$ cat src/verilog/wdog_pkg.sv
// Purpose: Shared constants and state encoding for the refresh watchdog.
// Assumes: One 125 MHz clock; all timing is counted in timebase ticks.
// Notes:   Tick lengths and timeouts are plain defaults, tunable per build.
package wdog_pkg;
    // Core clock
    localparam int unsigned CLK_PERIOD_NS = 8;
    // Timebase tick period, in ns, and its length in clock cycles
    localparam int unsigned TICK_NS       = 1000;
    localparam int unsigned TICK_CYCLES   = (TICK_NS + CLK_PERIOD_NS - 1) / CLK_PERIOD_NS;
    // Counter width for timer, pulse width and reload value
    localparam int unsigned CNT_W         = 16;
    // Timeouts in ticks
    localparam logic [15:0] MAX_TIMEOUT_TICKS     = 16'h03e8;
    localparam logic [15:0] PROGRAM_THRESH_TICKS  = 16'h0064;
    localparam logic [15:0] RESET_PULSE_TICKS     = 16'h0032;
    // Reset values
    localparam logic [15:0] COUNT_CLEAR           = 16'h0000;
    localparam logic        RST_OUT_ASSERTED      = 1'b0;
    localparam logic        RST_OUT_RELEASED      = 1'b1;

    typedef enum logic [1:0] {
        ST_RESET,
        ST_WAIT_LOW,
        ST_COUNT,
        ST_HIGH
    } wd_state_t;
endpackage : wdog_pkg

$ cat src/verilog/tick_divider.sv
// Purpose: Free-running timebase; one-cycle tick every DIV clocks.
// Assumes: DIV is at least 1.
// Notes:   Runs through watchdog resets so timing never stalls.
`timescale 1ns/10ps
module tick_divider #(
    parameter int unsigned DIV = wdog_pkg::TICK_CYCLES
) (
    input  wire logic ref_clk,
    input  wire logic sys_rst,
    output logic      tick
);
    import wdog_pkg::*;

    typedef struct packed {
        logic [CNT_W-1:0] cnt;
        logic             tick;
    } div_state_t;

    div_state_t s_q, s_d;

    // Count to DIV-1 then pulse; width-cast keeps the compare exact
    always_comb begin
        s_d      = s_q;
        s_d.tick = 1'b0;
        if (s_q.cnt >= CNT_W'(DIV - 1)) begin
            s_d.cnt  = COUNT_CLEAR;
            s_d.tick = 1'b1;
        end else begin
            s_d.cnt = s_q.cnt + CNT_W'(1);
        end
    end

    // Timebase register [RULE_15]
    always_ff @(posedge ref_clk or posedge sys_rst) begin
        if (sys_rst) begin
            s_q <= '0;
        end else begin
            s_q <= s_d;
        end
    end

    assign tick = s_q.tick;
endmodule : tick_divider

$ cat src/verilog/refresh_sync.sv
// Purpose: Two-stage synchroniser and edge detector for the refresh pin.
// Assumes: Pin may change at any time relative to ref_clk.
// Notes:   Edges come from stages two and three; stage one feeds only two.
`timescale 1ns/10ps
module refresh_sync (
    input  wire logic ref_clk,
    input  wire logic sys_rst,
    input  wire logic pin,
    output logic      level,
    output logic      rise,
    output logic      fall
);
    typedef struct packed {
        logic meta;
        logic sync;
        logic last;
    } sync_state_t;

    sync_state_t s_q, s_d;

    // Shift chain only; no logic looks at the first stage
    always_comb begin
        s_d      = s_q;
        s_d.meta = pin;
        s_d.sync = s_q.meta;
        s_d.last = s_q.sync;
    end

    always_ff @(posedge ref_clk or posedge sys_rst) begin
        if (sys_rst) begin
            s_q <= '0;
        end else begin
            s_q <= s_d;
        end
    end

    // Edge pulses after synchronisation [RULE_15]
    assign level = s_q.sync;
    assign rise  = s_q.sync & ~s_q.last;
    assign fall  = ~s_q.sync & s_q.last;
endmodule : refresh_sync

$ cat src/verilog/refresh_watchdog.sv
// Purpose: Watchdog that resets the host unless refresh pulses keep coming.
// Assumes: power_fault and inhibit_input are synchronous to ref_clk.
// Notes:   Timer counts elapsed ticks up toward the reload value.
//
// Functional notes
// RULE_01: Power-on reset and supply faults re-initialise the watchdog.
// RULE_02: Every refresh reloads the timer, whatever it held.
// RULE_03: Any reset restores reload value to maximum and reloads the timer.
// RULE_04: Counting starts after reset releases and only while refresh is low.
// RULE_05: Timeout before next refresh rise issues reset, reload back to maximum.
// RULE_06: Host pulses refresh periodically, before the programmed timeout.
// RULE_07: First refresh pulse between threshold and maximum is a programming pulse.
// RULE_08: Programming pulse loads timer and reload value with its width.
// RULE_09: Reload value is programmable once per reset.
// RULE_10: After programming, short pulses reload timer with programmed value.
// RULE_11: Falling refresh resumes counting up from reload start.
// RULE_12: Refresh held high past the reload time resets at once.
// RULE_13: Host drives refresh low on reset, avoiding reset ping-pong.
// RULE_14: Inhibit high suppresses all watchdog timeouts.
// RULE_15: Widths are measured in timebase ticks; refresh edges are synchronised.
`timescale 1ns/10ps
module refresh_watchdog #(
    parameter int unsigned      TICK_DIV    = wdog_pkg::TICK_CYCLES,
    parameter logic [15:0]      MAX_TICKS   = wdog_pkg::MAX_TIMEOUT_TICKS,
    parameter logic [15:0]      LOAD_TICKS  = wdog_pkg::PROGRAM_THRESH_TICKS,
    parameter logic [15:0]      RST_TICKS   = wdog_pkg::RESET_PULSE_TICKS
) (
    input  wire logic ref_clk,
    input  wire logic sys_rst,
    input  wire logic power_fault,
    input  wire logic refresh_input,
    input  wire logic inhibit_input,
    output logic      reset_out_n,
    output logic      reload_programmed
);
    import wdog_pkg::*;

    typedef struct packed {
        wd_state_t        state;
        logic [CNT_W-1:0] timer;
        logic [CNT_W-1:0] high_cnt;
        logic [CNT_W-1:0] reload_value;
        logic [CNT_W-1:0] rst_cnt;
        logic             programmed;
        logic             rst_n;
    } wd_core_t;

    wd_core_t s_q, s_d;

    logic tick;
    logic ref_level;
    logic ref_rise;
    logic ref_fall;
    logic fire;
    logic [CNT_W-1:0] timer_next;
    logic [CNT_W-1:0] high_next;

    // Timebase [RULE_15]
    tick_divider #(
        .DIV     (TICK_DIV)
    ) u_tick (
        .ref_clk (ref_clk),
        .sys_rst (sys_rst),
        .tick    (tick)
    );

    // Refresh pin conditioning [RULE_15]
    refresh_sync u_sync (
        .ref_clk (ref_clk),
        .sys_rst (sys_rst),
        .pin     (refresh_input),
        .level   (ref_level),
        .rise    (ref_rise),
        .fall    (ref_fall)
    );

    // Reset entry: reload to maximum, programming window reopened
    function automatic wd_core_t enter_reset(input wd_core_t cur);
        wd_core_t r;
        r              = cur;
        r.state        = ST_RESET;
        r.rst_n        = RST_OUT_ASSERTED;
        r.rst_cnt      = COUNT_CLEAR;
        r.timer        = COUNT_CLEAR;
        r.high_cnt     = COUNT_CLEAR;
        r.reload_value = MAX_TICKS;  // [RULE_03]
        r.programmed   = 1'b0;       // [RULE_09]
        return r;
    endfunction : enter_reset

    assign timer_next = s_q.timer + CNT_W'(1);
    assign high_next  = s_q.high_cnt + CNT_W'(1);

    // Next-state logic
    always_comb begin
        s_d  = s_q;
        fire = 1'b0;
        unique case (s_q.state)
            ST_RESET: begin
                // Hold reset low for the pulse length, then release
                if (tick) begin
                    if (s_q.rst_cnt >= RST_TICKS - CNT_W'(1)) begin
                        s_d.rst_n   = RST_OUT_RELEASED;
                        s_d.rst_cnt = COUNT_CLEAR;
                        s_d.state   = ST_WAIT_LOW;
                    end else begin
                        s_d.rst_cnt = s_q.rst_cnt + CNT_W'(1);
                    end
                end
            end
            ST_WAIT_LOW: begin
                // No counting until refresh is seen low [RULE_04]
                if (!ref_level) begin
                    s_d.state = ST_COUNT;
                end
            end
            ST_COUNT: begin
                if (ref_rise) begin
                    s_d.timer    = COUNT_CLEAR;  // [RULE_02]
                    s_d.high_cnt = COUNT_CLEAR;
                    s_d.state    = ST_HIGH;
                end else if (tick) begin
                    if (timer_next >= s_q.reload_value) begin
                        fire = 1'b1;              // [RULE_05]
                    end else begin
                        s_d.timer = timer_next;   // [RULE_11]
                    end
                end
            end
            ST_HIGH: begin
                if (ref_fall) begin
                    // Only the first qualifying pulse programs [RULE_07] [RULE_09]
                    if (!s_q.programmed && s_q.high_cnt > LOAD_TICKS
                        && s_q.high_cnt < MAX_TICKS) begin
                        s_d.reload_value = s_q.high_cnt;  // [RULE_08]
                        s_d.programmed   = 1'b1;
                    end
                    s_d.timer = COUNT_CLEAR;  // [RULE_10]
                    s_d.state = ST_COUNT;     // [RULE_11]
                end else if (tick) begin
                    if (high_next > s_q.reload_value) begin
                        fire = 1'b1;          // [RULE_12]
                    end else begin
                        s_d.high_cnt = high_next;
                    end
                end
            end
        endcase
        // Inhibit only restarts the measurement, so counts stay bounded
        if (fire) begin
            if (inhibit_input) begin
                s_d.timer    = COUNT_CLEAR;  // [RULE_14]
                s_d.high_cnt = COUNT_CLEAR;
            end else begin
                s_d = enter_reset(s_q);      // [RULE_05]
            end
        end
        // Supply fault outranks everything [RULE_01]
        if (power_fault) begin
            s_d = enter_reset(s_q);
        end
    end

    // State register; power-on starts inside a reset pulse [RULE_01]
    always_ff @(posedge ref_clk or posedge sys_rst) begin
        if (sys_rst) begin
            s_q.state        <= ST_RESET;
            s_q.timer        <= COUNT_CLEAR;
            s_q.high_cnt     <= COUNT_CLEAR;
            s_q.reload_value <= MAX_TICKS;
            s_q.rst_cnt      <= COUNT_CLEAR;
            s_q.programmed   <= 1'b0;
            s_q.rst_n        <= RST_OUT_ASSERTED;
        end else begin
            s_q <= s_d;
        end
    end

    // Outputs straight from flops
    assign reset_out_n       = s_q.rst_n;
    assign reload_programmed = s_q.programmed;
endmodule : refresh_watchdog

$ cat config.mk
export PLATFORM = sky130hd
export DESIGN_NAME = refresh_watchdog
export DESIGN_NICKNAME = d
export VERILOG_FILES = /design/src/verilog/wdog_pkg.sv /design/src/verilog/tick_divider.sv /design/src/verilog/refresh_sync.sv /design/src/verilog/refresh_watchdog.sv
export SDC_FILE = /design/constraint.sdc
export NUM_CORES = 1
export LEC_CHECK = 0
export BUFFER_PORTS_ARGS = -buffer_cell sky130_fd_sc_hd__buf_2
export CAP_MARGIN = 20
export CORE_MARGIN = 10
export CORE_UTILIZATION = 65
export DETAILED_ROUTE_END_ITERATION = 10
export PLACE_DENSITY_LB_ADDON = 0.3
export SETUP_SLACK_MARGIN = 0.1
export SKIP_CTS_REPAIR_TIMING = 1
export SYNTH_ARGS = -nofsm -noshare
export SYNTH_HDL_FRONTEND = slang
export SYNTH_HIERARCHICAL = 1
export SYNTH_SLANG_ARGS = --single-unit
$ cat constraint.sdc
create_clock -name ref_clk -period 9 [get_ports ref_clk]
set_clock_uncertainty 0.15 [all_clocks]
set_input_delay 0.45 -clock ref_clk [delete_from_list [all_inputs] [get_ports ref_clk]]
set_output_delay 0.45 -clock ref_clk [all_outputs]
set_load 0.005 [all_outputs]
* Yosys cells after proc, flatten, opt, wreduce, memory -nomap -nowiden
Cells that the tools add are included.
** Cells by class
- $add $sub $neg :: 4
- Order comparisons :: 6
- Equality and inequality tests :: 10
- Muxes and demuxes :: 39
- Bitwise logic cells :: 4
- Reduce and logical (&&, ||, !) cells :: 7
** Operators by type and width (number)
- 16-bit 2-to-1 mux :: 14
- 68-bit 2-to-1 mux :: 2
- 16-bit by 1-bit adder with 16-bit output (second input constant) :: 4
- 32-bit one-hot mux with 2 select lines :: 1
- 34-bit 2-to-1 mux :: 1
- 18-bit 2-to-1 mux :: 1
- 16-bit greater-or-equal comparator :: 1
- 16-bit by 6-bit greater-or-equal comparator with 1-bit output (second input constant) :: 1
- 16-bit by 7-bit greater-or-equal comparator with 1-bit output (second input constant) :: 1
- 16-bit > comparator :: 1
- 16-bit by 7-bit > comparator with 1-bit output (second input constant) :: 1
- 16-bit by 10-bit < comparator with 1-bit output (second input constant) :: 1
- 4-bit inequality test (second input constant) :: 4
- 1-bit 2-to-1 mux :: 13
- 2-bit 2-to-1 mux :: 5
- 2-bit one-hot mux with 4 select lines :: 1
- 5-bit by 4-bit inequality test with 1-bit output (second input constant) :: 1
- 5-bit inequality test (second input constant) :: 1
- 5-bit AND reduction :: 1
- 2-bit == test (second input constant) :: 2
- 4-bit by 3-bit inequality test with 1-bit output (second input constant) :: 1
- 4-bit AND reduction :: 1
- 4-bit nonzero test :: 1
- 1-bit bitwise AND :: 2
- other kinds (6) :: 8
** Storage, ports and cells
- Register bits :: 88
- Input port bits :: 5
- Output and inout port bits :: 2
- Word-level logic and storage cells :: 82

* Logic depth before layout (Yosys ltp)
- Word-level depth :: 9
- Mapped depth :: 17
- Mapped depth without buffers :: 14

* By module
The synthesis kept the hierarchy.
** By module, submodules not included
- refresh_watchdog :: instances 1, cells each 444, area each 4205.3 um^2, seq. area each 1709.1 um^2
- tick_divider :: instances 1, cells each 49, area each 626.9 um^2, seq. area each 425.4 um^2
- refresh_sync :: instances 1, cells each 6, area each 93.8 um^2, seq. area each 75.1 um^2

* Worst setup path after synthesis
No wires, ideal clock.
- Path kind :: register -> register
- Start point :: reg s_q[39] (netlist name)
- End point :: reg s_q[39] (netlist name)
- Setup time :: 0.090 ns
- Data arrival time :: 3.677 ns
- Path slack :: 5.082 ns
- Stages on the path, launching flop included :: 16
- Clock period less this slack :: 3.918 ns
- Cells stage by stage :: dfrtp_1 clkbuf_1 nand2_1 or3_1 nor2_1 and3_1 and3_1 xor2_1 ha_1 nand4_1 or4_1 o21a_1 o31a_2 a2111o_1 or3_1 o221ai_1

==> out/metrics.cfg <==
[die]
io_pins = 7
rows = 31
die-area_mm2 = 0.0115
fp.dieH_um = 107
core_region_area_mm2 = 0.00729
start_util = 0.676
die_w_um = 107

[timing]
period_needed_ps = 4580
hold_viol = 0
finalMaxSlewViolations = 0
layout_worst_path_cycle_share = 0.509
fmax_mhz = 218
relSlewSlack = 0.372
rsz0062_at_grt = no
setup_tns_ps = 0
whs_ps = 49.0
tightest_slew_ps = 941
setup_viol = 0

[placed_design]
io_buffer_count = 6
dp_hpwl_um = 7290
place_area_mm2 = 0.00507
dp_cells = 601
finalWeightedCongestion = 0.907

[critical_path]
cp_common_cell = nor2_1
cp_top_family = simple AND/OR/NAND/NOR gates
cp_slowest_cell = nor2_1
slowest_delay_ps = 710
required_ps = 9140
critPathLaunchType = flip-flop
end_kind = flip-flop
crit_type = reg -> reg
crit_chain = ha_1, and3_1, and3_1, nand3_1, nor2_1, xor2_1, ha_1, o21ai_0, nor2_1, a2111oi_0, o21ai_1, a21o_4, nor2_1, a32o_1
crit_fanout = 11
path_buf_inv = 0
r2r_slack_ps = 4420
cp.arrival_ps = 4710

[finish]
design_area_mm2 = 0.00526
fin_nets = 560
n_antenna_cell = 0
layout-drive-gt1-share = 0.0885
syn2layout_area_growth_pct = 6.81
fin_util = 0.722
fin_cells = 619

[route]
vias = 3758
via_per_inst = 6.07
drc = 0
first_pass_iters = 5
totalWireLength_um = 10100
postRouteAntennaNets = 0
drt_iter0_markers = 214
wl_per_cell_um = 16.4

[yosys]
ys_seq_elements = 88
yosysWarningCount = 6
syn_area_per_cell_um2 = 9.87
ys_types = 56
synth_ff_type = dfrtp_1
synth-async-reset-ratio = 1.00
yosysSeqAreaShare = 0.449
mappedNetlistArea_mm2 = 0.00493
synth_edf_count = 0
synthCells = 499

[clocking]
root_buffer = clkbuf_8
cts_made_buffers = 9
cts_tree = done
clk_path_buf_depth = 2
clk_latency_ps = 360
cts_num_sinks = 88
clk_pin_slew_ps = 90
htreeDepth = 3

[power]
power.density_mw_per_mm2 = 128
p_leak_nw = 2.53
peakVddDrop_mv = 0.102

[run_status]
status = finished, final reports clean

[global_route]
grt_pass1_wl_um = 17800
overflow = 0
grt_max_degree = 69
grtUsageTotal = 0.187
grt_pass1_vias = 3790
antenna_found_initial = 0

[worst_hold_path]
hold_path.class = in -> reg

[run]
drv_cap = 0

## sequential cells by signal, indices dropped and copies added (netlist names)
signal,count
u_sync/level,1
u_sync/s_d,1
u_tick/tick,1
reset_out_n,1
reload_programmed,1
s_q,66
u_tick/s_q,16
u_sync/s_q,1
## per-stage QoR
stage / setup slack, ps / total power, mW
floorplan: 5080 / 0.427
global placement: 4620 / 0.433
detailed placement: 4180 / 0.434
CTS: 4150 / 0.674
global route: 3890 / 0.695
finish: 4420 / 0.671
## synth_stat cells (2+ instances only)
cell type / n / share of area
or2_2: 4 / 0.0051
a31oi_1: 8 / 0.010
xor2_1: 21 / 0.037
nor3_1: 18 / 0.018
dfstp_2: 6 / 0.032
nor4_1: 5 / 0.0064
or3_1: 3 / 0.0038
a22o_1: 9 / 0.016
o21a_1: 2 / 0.0030
nand3_1: 23 / 0.023
buf_2: 4 / 0.0041
nand2_1: 40 / 0.030
nor2b_1: 6 / 0.0076
ha_1: 40 / 0.10
a21oi_1: 25 / 0.025
o211ai_1: 6 / 0.0091
nand4_1: 13 / 0.017
nor2_1: 35 / 0.027
a32o_1: 10 / 0.020
mux2_2: 2 / 0.0046
a211o_1: 2 / 0.0036
a21o_1: 6 / 0.0091
and2_1: 6 / 0.0076
clkbuf_1: 7 / 0.0053
dfrtp_1: 82 / 0.42
o21ai_0: 11 / 0.011
and3_1: 12 / 0.015
nand2b_1: 8 / 0.010
mux2i_1: 2 / 0.0041
a221o_1: 2 / 0.0041
inv_1: 34 / 0.026
xnor2_1: 19 / 0.034
a211oi_1: 5 / 0.0076
## area by class of cell
cell class              count  area, um^2
clock buffers               9         124
clock inverters             7        45.0
fillers                   552        2030
inverters                  34         128
multi-input cells         373        2570
flip-flops and latches     88        2210
well taps                  99         124
repair buffers              9        61.3
## worst register-to-register path: cells and delay by family, from the launching register on
kind / cells / cell delay [ps]
adders and majority gates: 2 / 590
and+or+nand+nor: 6 / 1690
DFF: 1 / 470
AOI/OAI and AO/OA: 5 / 1310
xor gates and xnor gates: 1 / 290
## per-layer routing
metal,vias to the layer above,wire (um),GRT usage
met2,84,5030,0.317
met4,0,139,0.0667
li1,1802,-,-
met1,1859,4550,0.238
met3,13,427,0.0263
met5,-,0,0
## worst paths after layout
path,start,to,cells past startpoint
min in group asynchronous,sys_rst,u_sync/s_q[0]$_DFF_PP0_,3
hold reg to reg,u_sync/s_d[1]$_DFF_PP0_,u_sync/level$_DFF_PP0_,0
setup / recovery,s_q[50]$_DFFE_PP0P_,s_q[40]$_DFFE_PP0P_,14
hold / removal,refresh_input,u_sync/s_d[1]$_DFF_PP0_,1
setup reg to reg,s_q[50]$_DFFE_PP0P_,s_q[40]$_DFFE_PP0P_,14
max in group asynchronous,sys_rst,s_q[45]$_DFFE_PP0P_,4
## kinds of logic (layout without fill, tap and decap cells)
family                   count (synthesis)  in the layout  share of synthesized area
AND/OR/NAND/NOR                        181            181                      0.185
XOR/XNOR                                40             40                     0.0711
adder cells (fa/ha/maj)                 40             40                      0.102
buffers and inverters                   46             59                     0.0368
multiplexers                             4              4                    0.00864
AO/OA/AOI/OAI                           99             99                      0.148
other                                    1              9                   0.000761
flip-flops                              88             88                      0.449
## cells in the final DEF, fill, tap and decap left out, types with 12 or more instances in the layout
cell and instances:
nand3_1 23, ha_1 40, and3_1 12, nand2_1 40, xor2_1 21, dfrtp_1 82
nor3_1 17, inv_1 33, nor2_1 35, xnor2_1 19, nand4_1 13, a21oi_1 25
## power breakdown
group / switching [mW] / internal (mW) / leakage [nW]
clock: 0.144 / 0.100 / 0.0896
combinational: 0.0185 / 0.00654 / 1.26
sequential: 0.00258 / 0.399 / 1.17
total: 0.165 / 0.506 / 2.53
Power figures use the tool's default switching activity.
